--- config.mk ---
export PLATFORM = sky130hd
export DESIGN_NAME = dsp_mac_ptr
export DESIGN_NICKNAME = d
export VERILOG_FILES = /design/src/design/ptr_update.v /design/src/design/dsp_mac_ptr.v
export VERILOG_INCLUDE_DIRS = /design/src /design/src/include
export SDC_FILE = /design/constraint.sdc
export NUM_CORES = 2
export LEC_CHECK = 0
export BUFFER_PORTS_ARGS = -buffer_cell sky130_fd_sc_hd__buf_4
export CAP_MARGIN = 5
export CORE_UTILIZATION = 43
export CTS_CLUSTER_DIAMETER = 200
export DETAILED_ROUTE_END_ITERATION = 10
export PLACE_DENSITY = 0.67
export SYNTH_ARGS = -nofsm -noshare
export SYNTH_HDL_FRONTEND = slang
export SYNTH_SLANG_ARGS = --single-unit
--- constraint.sdc ---
create_clock -name core_clk_in -period 24.9 [get_ports core_clk_in]
set_clock_uncertainty 0.2 [all_clocks]
set_input_delay 4.98 -clock core_clk_in [delete_from_list [all_inputs] [get_ports core_clk_in]]
set_output_delay 4.98 -clock core_clk_in [all_outputs]
set_load 0.02 [all_outputs]
--- src/include/dsp_mac_consts.vh ---
// Constants for the pointer-update and multiply-accumulate datapath slice
`ifndef DSP_MAC_CONSTS_VH
`define DSP_MAC_CONSTS_VH

`define PTR_MOD_KEEP 3'h0
`define PTR_MOD_INC 3'h1
`define PTR_MOD_DEC 3'h2
`define PTR_MOD_STEP 3'h3
`define PTR_MOD_RING 3'h4
`define PTR_MOD_BREV 3'h5
`define PTR_MOD_IMM 3'h6

`define MAC_NONE 3'h0
`define MAC_MADD 3'h1
`define MAC_MSUB 3'h2
`define MAC_SU 3'h3
`define MAC_UU 3'h4
`define MAC_SH1 3'h5
`define MAC_SH16 3'h6
`define MAC_MUL 3'h7

`define LS_NONE 2'h0
`define LS_LOAD 2'h1
`define LS_STORE 2'h2

`define PART_WHOLE 3'h0
`define PART_LO 3'h1
`define PART_HI 3'h2
`define PART_EXT 3'h3
`define PART_EXT_HI 3'h4

`define IDX_PTR_BASE 6'h00
`define IDX_STEP_BASE 6'h08
`define IDX_X_RING 6'h10
`define IDX_Y_RING 6'h11
`define IDX_STATUS 6'h12
`define IDX_ACC_LO_BASE 6'h20
`define IDX_ACC_EXT_BASE 6'h28

`define OVF_BIT 0
`define RESP_OKAY 2'h0
`define RESP_SLVERR 2'h2
`define RST_WORD16 16'h0000
`define RST_ACC 40'h0000000000

`endif

--- src/design/ptr_update.v ---
// Post-access pointer arithmetic and access address generation
`timescale 1ns/1ps
`default_nettype none
`include "dsp_mac_consts.vh"
module ptr_update (
  input wire [15:0] ptr_in,
  input wire [15:0] step_in,
  input wire [15:0] ring_in,
  input wire [15:0] imm_in,
  input wire [2:0] mod_in,
  output reg [15:0] next_ptr_out,
  output wire [15:0] access_addr_out
);
  wire [15:0] ring_mask;
  wire [15:0] rev_ptr;
  wire [15:0] ptr_low_part;
  wire [15:0] ptr_high_part;
  wire [16:0] ring_p1;
  wire [16:0] ring_sum;
  reg [16:0] ring_wrap;

  genvar i;
  generate
    for (i = 0; i < 16; i = i + 1)
    begin : g_bit
      assign ring_mask[i] = |ring_in[15:i];
      assign rev_ptr[i] = ptr_in[15 - i];
    end
  endgenerate

  assign ptr_low_part = ptr_in & ring_mask;
  assign ptr_high_part = ptr_in & ~ring_mask;
  assign ring_p1 = {1'b0, ring_in} + 17'h00001;
  assign ring_sum = {1'b0, ptr_low_part} + {step_in[15], step_in};
  // Access always uses the stored value; only the bit-reversed form alters it
  assign access_addr_out = (mod_in == `PTR_MOD_BREV) ? rev_ptr : ptr_in;

  // Steps are assumed no larger than one ring length, so one correction wraps
  always @*
  begin
    if (ring_sum[16])
      ring_wrap = ring_sum + ring_p1;
    else if (ring_sum >= ring_p1)
      ring_wrap = ring_sum - ring_p1;
    else
      ring_wrap = ring_sum;
  end

  always @*
  begin
    case (mod_in)
      `PTR_MOD_KEEP: next_ptr_out = ptr_in;
      `PTR_MOD_INC: next_ptr_out = ptr_in + 16'h0001;
      `PTR_MOD_DEC: next_ptr_out = ptr_in - 16'h0001;
      `PTR_MOD_STEP: next_ptr_out = ptr_in + step_in;
      `PTR_MOD_RING: next_ptr_out = ring_wrap[15:0] + ptr_high_part;
      `PTR_MOD_BREV: next_ptr_out = ptr_in + step_in;
      `PTR_MOD_IMM: next_ptr_out = ptr_in + imm_in;
      default: next_ptr_out = ptr_in;
    endcase
  end
endmodule
`default_nettype wire

--- src/design/dsp_mac_ptr.v ---
// Pointer update and multiply-accumulate datapath with AXI4-Lite register access
`timescale 1ns/1ps
`default_nettype none
`include "dsp_mac_consts.vh"
module dsp_mac_ptr (
  input wire core_clk_in,
  input wire arst_n_in,
  input wire [7:0] s_axi_awaddr_in,
  input wire s_axi_awvalid_in,
  output reg s_axi_awready_out,
  input wire [31:0] s_axi_wdata_in,
  input wire [3:0] s_axi_wstrb_in,
  input wire s_axi_wvalid_in,
  output reg s_axi_wready_out,
  output reg [1:0] s_axi_bresp_out,
  output reg s_axi_bvalid_out,
  input wire s_axi_bready_in,
  input wire [7:0] s_axi_araddr_in,
  input wire s_axi_arvalid_in,
  output reg s_axi_arready_out,
  output reg [31:0] s_axi_rdata_out,
  output reg [1:0] s_axi_rresp_out,
  output reg s_axi_rvalid_out,
  input wire s_axi_rready_in,
  input wire instr_valid_in,
  input wire [2:0] mac_op_in,
  input wire [2:0] mac_dst_in,
  input wire [2:0] mac_src_a_in,
  input wire [2:0] mac_src_b_in,
  input wire [2:0] ptr_sel_in,
  input wire [2:0] ptr_mod_in,
  input wire [15:0] ptr_imm_in,
  input wire [1:0] ls_op_in,
  input wire [2:0] ls_reg_in,
  input wire [2:0] ls_part_in,
  input wire [15:0] mem_rdata_in,
  output reg [15:0] mem_addr_out,
  output reg mem_rd_out,
  output reg mem_wr_out,
  output reg [15:0] mem_wdata_out,
  output reg ovf_flag_out
);
  reg [15:0] addr_ptr [0:7];
  reg [15:0] ptr_step [0:7];
  reg [39:0] acc_reg [0:7];
  reg [15:0] x_ring_size;
  reg [15:0] y_ring_size;
  reg ld_pend;
  reg [2:0] ld_reg;
  reg [2:0] ld_part;
  reg aw_hold;
  reg w_hold;
  reg [7:0] aw_addr_q;
  reg [31:0] w_data_q;
  reg [3:0] w_strb_q;
  reg [31:0] rd_data;
  reg rd_err;
  reg wr_err;
  reg signed [41:0] prod;
  reg signed [41:0] base;
  reg signed [41:0] mac_sum;
  reg mac_ovf_en;
  reg [39:0] ld_value;
  reg [15:0] st_value;
  wire [15:0] upd_ptr;
  wire [15:0] access_addr;
  wire [15:0] cur_ring;
  wire [39:0] acc_dst;
  wire [39:0] acc_a;
  wire [39:0] acc_b;
  wire [39:0] ld_old;
  wire [39:0] st_src;
  wire [5:0] wr_idx;
  wire [5:0] rd_idx;
  wire do_wr;
  wire mac_ovf;
  integer k;

  assign cur_ring = ptr_sel_in[2] ? y_ring_size : x_ring_size;
  assign acc_dst = acc_reg[mac_dst_in];
  assign acc_a = acc_reg[mac_src_a_in];
  assign acc_b = acc_reg[mac_src_b_in];
  assign ld_old = acc_reg[ld_reg];
  assign st_src = acc_reg[ls_reg_in];
  assign wr_idx = aw_addr_q[7:2];
  assign rd_idx = s_axi_araddr_in[7:2];
  assign do_wr = aw_hold & w_hold & ~s_axi_bvalid_out;

  ptr_update u_ptr_update (
    .ptr_in(addr_ptr[ptr_sel_in]),
    .step_in(ptr_step[ptr_sel_in]),
    .ring_in(cur_ring),
    .imm_in(ptr_imm_in),
    .mod_in(ptr_mod_in),
    .next_ptr_out(upd_ptr),
    .access_addr_out(access_addr)
  );

  // Partial byte strobes merge into the 16-bit registers
  function [15:0] merge16;
    input [15:0] old;
    input [31:0] data;
    input [3:0] strb;
    begin
      merge16 = {strb[1] ? data[15:8] : old[15:8], strb[0] ? data[7:0] : old[7:0]};
    end
  endfunction

  always @*
  begin
    prod = 42'sh0;
    base = {{2{acc_dst[39]}}, acc_dst};
    mac_ovf_en = 1'b1;
    case (mac_op_in)
      `MAC_MADD: prod = $signed(acc_a[31:16]) * $signed(acc_b[31:16]);
      `MAC_MSUB: prod = $signed(acc_a[31:16]) * $signed(acc_b[31:16]);
      `MAC_SU: prod = $signed(acc_a[31:16]) * $signed({1'b0, acc_b[15:0]});
      `MAC_UU: prod = $signed({1'b0, acc_a[15:0]}) * $signed({1'b0, acc_b[15:0]});
      `MAC_SH1:
      begin
        prod = $signed(acc_a[31:16]) * $signed(acc_b[31:16]);
        base = {{3{acc_dst[39]}}, acc_dst[39:1]};
      end
      `MAC_SH16:
      begin
        prod = $signed(acc_a[31:16]) * $signed(acc_b[31:16]);
        base = {{18{acc_dst[39]}}, acc_dst[39:16]};
        mac_ovf_en = 1'b0;
      end
      `MAC_MUL:
      begin
        prod = $signed(acc_a[31:16]) * $signed(acc_b[31:16]);
        base = 42'sh0;
        mac_ovf_en = 1'b0;
      end
      default: mac_ovf_en = 1'b0;
    endcase
    if (mac_op_in == `MAC_MSUB)
      mac_sum = base - prod;
    else
      mac_sum = base + prod;
  end

  // Overflow means the 42-bit sum no longer fits the 40-bit accumulator
  assign mac_ovf = instr_valid_in & mac_ovf_en &
                   (mac_sum[41:39] != 3'h0) & (mac_sum[41:39] != 3'h7);

  always @*
  begin
    case (ld_part)
      `PART_LO: ld_value = {ld_old[39:16], mem_rdata_in};
      `PART_HI: ld_value = {ld_old[39:32], mem_rdata_in, ld_old[15:0]};
      `PART_EXT: ld_value = {mem_rdata_in[7:0], ld_old[31:0]};
      `PART_EXT_HI: ld_value = {{8{mem_rdata_in[15]}}, mem_rdata_in, ld_old[15:0]};
      default: ld_value = {{24{mem_rdata_in[15]}}, mem_rdata_in};
    endcase
    case (ls_part_in)
      `PART_HI: st_value = st_src[31:16];
      `PART_EXT: st_value = {{8{st_src[39]}}, st_src[39:32]};
      `PART_EXT_HI: st_value = st_src[31:16];
      default: st_value = st_src[15:0];
    endcase
  end

  always @*
  begin
    rd_data = 32'h00000000;
    rd_err = 1'b0;
    if (rd_idx < `IDX_STEP_BASE)
      rd_data = {16'h0000, addr_ptr[rd_idx[2:0]]};
    else if (rd_idx < `IDX_X_RING)
      rd_data = {16'h0000, ptr_step[rd_idx[2:0]]};
    else if (rd_idx == `IDX_X_RING)
      rd_data = {16'h0000, x_ring_size};
    else if (rd_idx == `IDX_Y_RING)
      rd_data = {16'h0000, y_ring_size};
    else if (rd_idx == `IDX_STATUS)
      rd_data = {31'h00000000, ovf_flag_out};
    else if (rd_idx >= `IDX_ACC_LO_BASE && rd_idx < `IDX_ACC_EXT_BASE)
      rd_data = acc_reg[rd_idx[2:0]][31:0];
    else if (rd_idx >= `IDX_ACC_EXT_BASE && rd_idx < 6'h30)
      rd_data = {24'h000000, acc_reg[rd_idx[2:0]][39:32]};
    else
      rd_err = 1'b1;
    wr_err = ~(wr_idx <= `IDX_STATUS);
  end

  // AXI4-Lite handshakes: address and data latched in either order
  always @(posedge core_clk_in or negedge arst_n_in)
  begin
    if (!arst_n_in)
    begin
      s_axi_awready_out <= 1'b1;
      s_axi_wready_out <= 1'b1;
      s_axi_bvalid_out <= 1'b0;
      s_axi_bresp_out <= `RESP_OKAY;
      s_axi_arready_out <= 1'b1;
      s_axi_rvalid_out <= 1'b0;
      s_axi_rdata_out <= 32'h00000000;
      s_axi_rresp_out <= `RESP_OKAY;
      aw_hold <= 1'b0;
      w_hold <= 1'b0;
      aw_addr_q <= 8'h00;
      w_data_q <= 32'h00000000;
      w_strb_q <= 4'h0;
    end
    else
    begin
      if (s_axi_awvalid_in && s_axi_awready_out)
      begin
        aw_hold <= 1'b1;
        aw_addr_q <= s_axi_awaddr_in;
        s_axi_awready_out <= 1'b0;
      end
      if (s_axi_wvalid_in && s_axi_wready_out)
      begin
        w_hold <= 1'b1;
        w_data_q <= s_axi_wdata_in;
        w_strb_q <= s_axi_wstrb_in;
        s_axi_wready_out <= 1'b0;
      end
      if (do_wr)
      begin
        s_axi_bvalid_out <= 1'b1;
        s_axi_bresp_out <= wr_err ? `RESP_SLVERR : `RESP_OKAY;
      end
      if (s_axi_bvalid_out && s_axi_bready_in)
      begin
        s_axi_bvalid_out <= 1'b0;
        aw_hold <= 1'b0;
        w_hold <= 1'b0;
        s_axi_awready_out <= 1'b1;
        s_axi_wready_out <= 1'b1;
      end
      if (s_axi_arvalid_in && s_axi_arready_out)
      begin
        s_axi_arready_out <= 1'b0;
        s_axi_rvalid_out <= 1'b1;
        s_axi_rdata_out <= rd_data;
        s_axi_rresp_out <= rd_err ? `RESP_SLVERR : `RESP_OKAY;
      end
      if (s_axi_rvalid_out && s_axi_rready_in)
      begin
        s_axi_rvalid_out <= 1'b0;
        s_axi_arready_out <= 1'b1;
      end
    end
  end

  // Datapath state; later assignments win, so instruction updates override software
  always @(posedge core_clk_in or negedge arst_n_in)
  begin
    if (!arst_n_in)
    begin
      for (k = 0; k < 8; k = k + 1)
      begin
        addr_ptr[k] <= `RST_WORD16;
        ptr_step[k] <= `RST_WORD16;
        acc_reg[k] <= `RST_ACC;
      end
      x_ring_size <= `RST_WORD16;
      y_ring_size <= `RST_WORD16;
      ovf_flag_out <= 1'b0;
      ld_pend <= 1'b0;
      ld_reg <= 3'h0;
      ld_part <= 3'h0;
      mem_addr_out <= `RST_WORD16;
      mem_rd_out <= 1'b0;
      mem_wr_out <= 1'b0;
      mem_wdata_out <= `RST_WORD16;
    end
    else
    begin
      if (do_wr && !wr_err)
      begin
        if (wr_idx < `IDX_STEP_BASE)
          addr_ptr[wr_idx[2:0]] <= merge16(addr_ptr[wr_idx[2:0]], w_data_q, w_strb_q);
        else if (wr_idx < `IDX_X_RING)
          ptr_step[wr_idx[2:0]] <= merge16(ptr_step[wr_idx[2:0]], w_data_q, w_strb_q);
        else if (wr_idx == `IDX_X_RING)
          x_ring_size <= merge16(x_ring_size, w_data_q, w_strb_q);
        else if (wr_idx == `IDX_Y_RING)
          y_ring_size <= merge16(y_ring_size, w_data_q, w_strb_q);
        else if (w_strb_q[0] && w_data_q[`OVF_BIT])
          ovf_flag_out <= 1'b0;
      end
      if (mac_ovf)
        ovf_flag_out <= 1'b1;
      // Load data is captured at the end of the cycle that carries the read strobe
      if (ld_pend)
        acc_reg[ld_reg] <= ld_value;
      ld_pend <= instr_valid_in && ls_op_in == `LS_LOAD;
      mem_rd_out <= instr_valid_in && ls_op_in == `LS_LOAD;
      mem_wr_out <= instr_valid_in && ls_op_in == `LS_STORE;
      if (instr_valid_in)
      begin
        if (mac_op_in != `MAC_NONE)
          acc_reg[mac_dst_in] <= mac_sum[39:0];
        if (ls_op_in != `LS_NONE)
        begin
          mem_addr_out <= access_addr;
          mem_wdata_out <= st_value;
          ld_reg <= ls_reg_in;
          ld_part <= ls_part_in;
        end
        addr_ptr[ptr_sel_in] <= upd_ptr;
      end
    end
  end
endmodule
`default_nettype wire

Word-level counts from Yosys, hierarchy flattened
Index checks and enable logic that the tools add are counted.
{ "totals": {"regBits": 718, "inputBits": 118, "output_inout_bits": 76, "word_cells": 293} }
{ "op_classes": {"n_addsub": 11, "mul": 3, "n_lt_le_gt_ge": 22, "n_eq_ne": 32, "muxes": 107, "bitwise": 20, "reduce_logical": 50} }
{ "op_table": {"columns": ["op", "n"], "rows": [
  ["two-way mux 320 bit", 3],
  ["binary-select mux 40 bit (select 3 bit)", 6],
  ["bitwise mux 320 bit", 2],
  ["two-way mux 40 bit", 10],
  ["bitwise mux 128 bit", 3],
  ["two-way mux 128 bit", 3],
  ["two-way mux 32 bit", 10],
  ["binary-select mux 16 bit (select 3 bit)", 6],
  ["two-way mux 16 bit", 18],
  ["one-hot mux 42 bit (3 select lines)", 2],
  ["demux 40 bit (select 3 bit)", 2],
  ["one-hot mux 40 bit (4 select lines)", 1],
  ["demux 16 bit (select 3 bit)", 2],
  ["one-hot mux 16 bit (5 select lines)", 1],
  ["adder 16 bit", 4],
  ["multiplier 16 x 16 -> 32 bit", 2],
  ["adder 42 bit", 1],
  ["two-way mux 42 bit", 1],
  ["subtractor 42 bit", 1],
  ["two-way mux 8 bit", 5],
  ["multiplier 16 x 17 -> 33 bit", 1],
  ["AND 16 bit", 2],
  [">= comparator 4 bit, second input constant", 8],
  ["NOT 3 -> 4 bit", 8],
  ["48 further kinds", 143]
]} }

Depth between registers and ports, before layout
{ "depth": {"depth_word": 13, "ltp_mapped": 50} }

Hierarchy
Synthesis repeated with hierarchy kept, for this count alone.
{ "unflattened": {"hier_cells": 9408, "hier_area_um2": 87485.2} }
{ "by_module_without_submodules": {"columns": ["mod", "n_inst", "cells_each", "area_each_um2", "seq_area_each_um2"], "rows": [
  ["dsp_mac_ptr", 1, 8635, 82320.2, 17870.9],
  ["ptr_update", 1, 773, 5165.0, 0.0]
]} }

Worst setup path before layout
Ideal clock, no wire load.
{ "synth_timing": {"path_type": "input-to-reg", "from": "in mac_src_a_in[0]", "to": "reg ovf_flag_out", "setup_ns": 0.095, "arrival_time_ns": 16.064, "t_required_ns": 24.605, "setup_slack_ns": 8.540, "path_stages": 43, "path_buffers": 4, "path_cell_list": "buf_4 > buf_1 > clkbuf_1 > mux4_2 > mux2i_1 > nor2_1 > fa_1 > inv_1 > fa_1 > fa_1 > inv_1 > fa_1 > fa_1 > inv_1 > fa_1 > inv_1 > ha_1 > clkbuf_1 > (+7 left out) > and4_1 > and4_1 > nand2_1 > o31a_1 > xnor2_1 > ha_1 > nand3_1 > or3b_2 > a211oi_1 > nor2_1 > a31oi_1 > a41oi_1 > a211o_1 > nor4b_1 > a31oi_1 > nand3_1 > o211a_1 > o31ai_1"} }
{ "synth_via": {"elab_chain_len": 13} }
{ "synth_rtl": {"columns": ["item", "line", "rtl"], "rows": [
  ["from (decl)", "dsp_mac_ptr.v:28", "input wire [2:0] mac_src_a_in,"],
  ["NOT 3 -> 4 bit (implied by the code) *", "dsp_mac_ptr.v:81", "assign acc_a = acc_reg[mac_src_a_in];"],
  ["binary-select mux 40 bit (select 3 bit) *", "dsp_mac_ptr.v:81", null],
  ["two-way mux 32 bit (implied by the code) * (2 in a row)", "dsp_mac_ptr.v:81", null],
  ["multiplier 16 x 17 -> 33 bit (tied with other cells)", "dsp_mac_ptr.v:117", "`MAC_SU: prod = $signed(acc_a[31:16]) * $signed({1'b0, acc_b[15:0]});"],
  ["one-hot mux 42 bit (3 select lines) *", "dsp_mac_ptr.v:114", "case (mac_op_in)"],
  ["adder 42 bit / subtractor 42 bit (equally long branches)", "dsp_mac_ptr.v:141, dsp_mac_ptr.v:139", null],
  ["two-way mux 42 bit *", "dsp_mac_ptr.v:138", "if (mac_op_in == `MAC_MSUB)"],
  ["nonzero test 3 bit", "dsp_mac_ptr.v:146", "(mac_sum[41:39] != 3'h0) & (mac_sum[41:39] != 3'h7);"],
  ["AND 1 bit", "dsp_mac_ptr.v:145", "assign mac_ovf = instr_valid_in & mac_ovf_en &"],
  ["AND 1 bit *", "dsp_mac_ptr.v:146", null],
  ["!= test 2 bit (no line) / nonzero test 2 bit (equally long branches)", null, null],
  ["AND reduction 6 bit (no line)", null, null],
  ["to (signal assigned)", "dsp_mac_ptr.v:263", "ovf_flag_out <= 1'b0;"],
  ["to (signal assigned)", "dsp_mac_ptr.v:285", "ovf_flag_out <= 1'b0;"],
  ["to (signal assigned)", "dsp_mac_ptr.v:288", "ovf_flag_out <= 1'b1;"],
  ["to (decl)", "dsp_mac_ptr.v:41", "output reg ovf_flag_out"]
]} }
Mark *: on every way between the ends. The rest lies on a longest branch, timed or not. The select of a mux whose other input is x is not followed.
A chain may end at the register's enable or synchronous reset.

Worst setup path after layout
Ends and elaborated chain as after synthesis.

==> metrics <==
outcome finished, final reports clean; Horiz. Die Dim 450.9 um; worst rel slew slack 6.911%; asr flop ratio synth 100.0%; Reg-to-Reg Start acc_reg[231]; total grt overflow 0; Main synth FF type dfrtp_1; max FFs per register 320; Slew @ Worst Pin approximately 1.4 ns; Req. time, crit path ~25 ns; register area share after synthesis about a fifth; synth-to-layout area growth 7.774%; TritonCTS Sinks 714; post-DP HPWL ~240 mm; Top Ports 194; CP most frequent cell fa_1; Starting Density between 40% and 50%; cell count of the worst reg-to-reg path 39; average cell area after synthesis just over 9 um2; CP max-delay cell mux2i_1; via count approximately 79000; Arr. time, crit path roughly 19 ns; hold path startpoint s_axi_rresp_out[1]; 1st-iter DRT viols roughly 11000; first-pass GRT wire length 505.6 mm; unrepaired setup endpoints after global routing no; Final setup viols 0; Rows around 160; Worst setup EP type flip-flop; Startpoint Class input pin; wire length per cell 28.67 um; Synth Register Bits just over 700; Yosys Warn Count 0; Hold Vio Cnt, Final 0; hold path endpoint s_axi_rresp_out[1]; DRC violations left 0; CP max stage delay around 1.0 ns; port buffer count around 170; initial antenna violation count 18; CTS tree yes; layout cell share with drive strength beyond 1 between 15 and 20%; Max clock buf depth 3; crit path kind input pin to flip-flop; Fin Setup TNS 0 ns; WL final around 340 mm; synthesized area roughly 87000 um2; Hold Buf Count CTS 0; fmax between 0.05 and 0.06 GHz; total die area approximately 200000 um2; Die Y ~450 um; Via density 6.584; Post-CTS Setup Bufs 0; reg2reg setup slack 11.16 ns; Cells after Synth about 9400; final period utilization roughly three quarters; antenna viol nets, final 0; GRT Total Usage around a third; Tmin final roughly 19 ns; vias in the first global route around 77000; RePlAce Congestion a little over 1; FF-to-FF End ovf_flag_out; H-tree levels 3; Netlist cell types 96; Clock Root Buffer clkbuf_16; Worst-Skew Late Latency 0.71 ns; cts repair resizes 0; drt pass-1 iters 6; Hold Path Class flip-flop to flip-flop; hold path cells 1; Slew Limit Fails 0; Core ar. approximately 200000 um2; Post-synth EDFFs 0; nets around 10000; Num CTS Buffers 77; Reg clk slew, reported paths 0.06 ns; CP Max Fanout 28; largest net degree at the start of global routing 114; max-cap viol count 0
[synthesized netlist by cell type, types with 76 or more instances]
cell type	instances	area [um2]
inv_1	886	3326
mux2i_1	337	3373
nor2b_1	88	550.5
a21oi_1	532	2663
a31oi_1	141	882.1
xnor2_1	116	1016
o21ai_0	508	2542
nor3_1	76	380.4
fa_1	656	13130
mux2_2	337	3795
nand2_1	1331	4996
dfrtp_1	711	17790
mux4_2	519	11690
and3_1	138	863.3
nor2_1	828	3108
ha_1	430	5380
o22ai_1	109	681.9
clkbuf_1	497	1866
buf_1	119	446.7
[metrics by stage]
step | setup WS [ns] | util [%] | hold slack (ns) | cells | area [um2]
floorplan | 8.540 | - | 0.2768 | 9436 | 86670
global placement | 5.802 | 45.37 | 0.2673 | 11830 | 90780
detailed placement | 5.580 | 45.37 | 0.2742 | 11830 | 90780
CTS | 6.255 | 46.66 | 0.2885 | 11970 | 93340
global route | 5.411 | 46.67 | 0.3019 | 11980 | 93370
finish | 5.803 | 46.69 | 0.2827 | 11990 | 93400
[how the worst max path moves through the flow]
stage	start	endpoint	slack (ns)
finish	mac_src_a_in[0]	ovf_flag_out	5.80
CTS	mac_src_a_in[0]	ovf_flag_out	6.26
floorplan	mac_src_a_in[0]	ovf_flag_out	8.54
global placement	mac_src_a_in[0]	ovf_flag_out	5.80
detailed placement	mac_src_a_in[0]	ovf_flag_out	5.58
global route	mac_src_a_in[0]	ovf_flag_out	5.41
[worst max-delay path, delay by kind of cell]
family / cells / cell delay, ns
AOI/OAI and AO/OA: 15 / 5.04
xor gates and xnor gates: 1 / 0.15
buffers and inverters: 8 / 1.97
adders and majority gates: 8 / 3.73
muxes: 2 / 1.73
and+or+nand+nor: 7 / 1.70
[cell usage in the layout (no fill, tap or decap), types with 19 or more instances in the layout]
cell,n
nor2b_1,86
mux4_2,519
a22o_1,35
or2_2,21
o22ai_1,109
or3_1,22
clkinv_2,20
nor2_1,812
o21a_1,30
clkbuf_16,78
fa_1,656
nand4_1,19
a22oi_1,72
o31ai_1,28
dfrtp_1,705
o21ai_0,508
and2_1,64
mux2_2,337
mux2i_1,316
o22a_1,20
inv_1,886
buf_4,359
nand2b_1,49
ha_1,430
a21o_1,69
o211ai_1,73
o21ai_1,42
a21oi_1,532
nand2_1,1321
a221oi_1,58
a31oi_1,141
nor3_1,70
nand3_1,57
xor2_1,70
xnor2_1,116
and3_1,138
o21bai_1,37
a211oi_1,68
[cells by family after synthesis]
kind of cell               Yosys count  synth area share (%)
muxes                             1196                 21.83
adders and majority gates         1086                 21.36
buffers and inverters             1517                 6.608
AOI/OAI and AO/OA                 1971                 14.06
xor gates and xnor gates           186                 1.880
other                                1              0.004327
DFF                                714                 20.62
and+or+nand+nor                   2764                 13.64
[metal layers]
metal | GRT usage (%) | part of all wire, %
met5 | 0 | 0.025
met4 | 21.30 | 7.8
met3 | 10.74 | 14
met2 | 48.56 | 42
met1 | 42.11 | 36
[cell type report]
type,instances,area [um2]
Clock inverter,37,350.3
Antenna cell,15,37.54
Fill cell,18600,106700
Tap cell,2656,3323
Timing Repair Buffer,367,2801
Clock buffer,106,2217
Sequential cell,714,17880
Multi-Input combinational cell,7205,63450
Inverter,890,3341
Power is not shown: default switching activity piles up to over one toggle a cycle in this logic, so the estimate is an artifact.
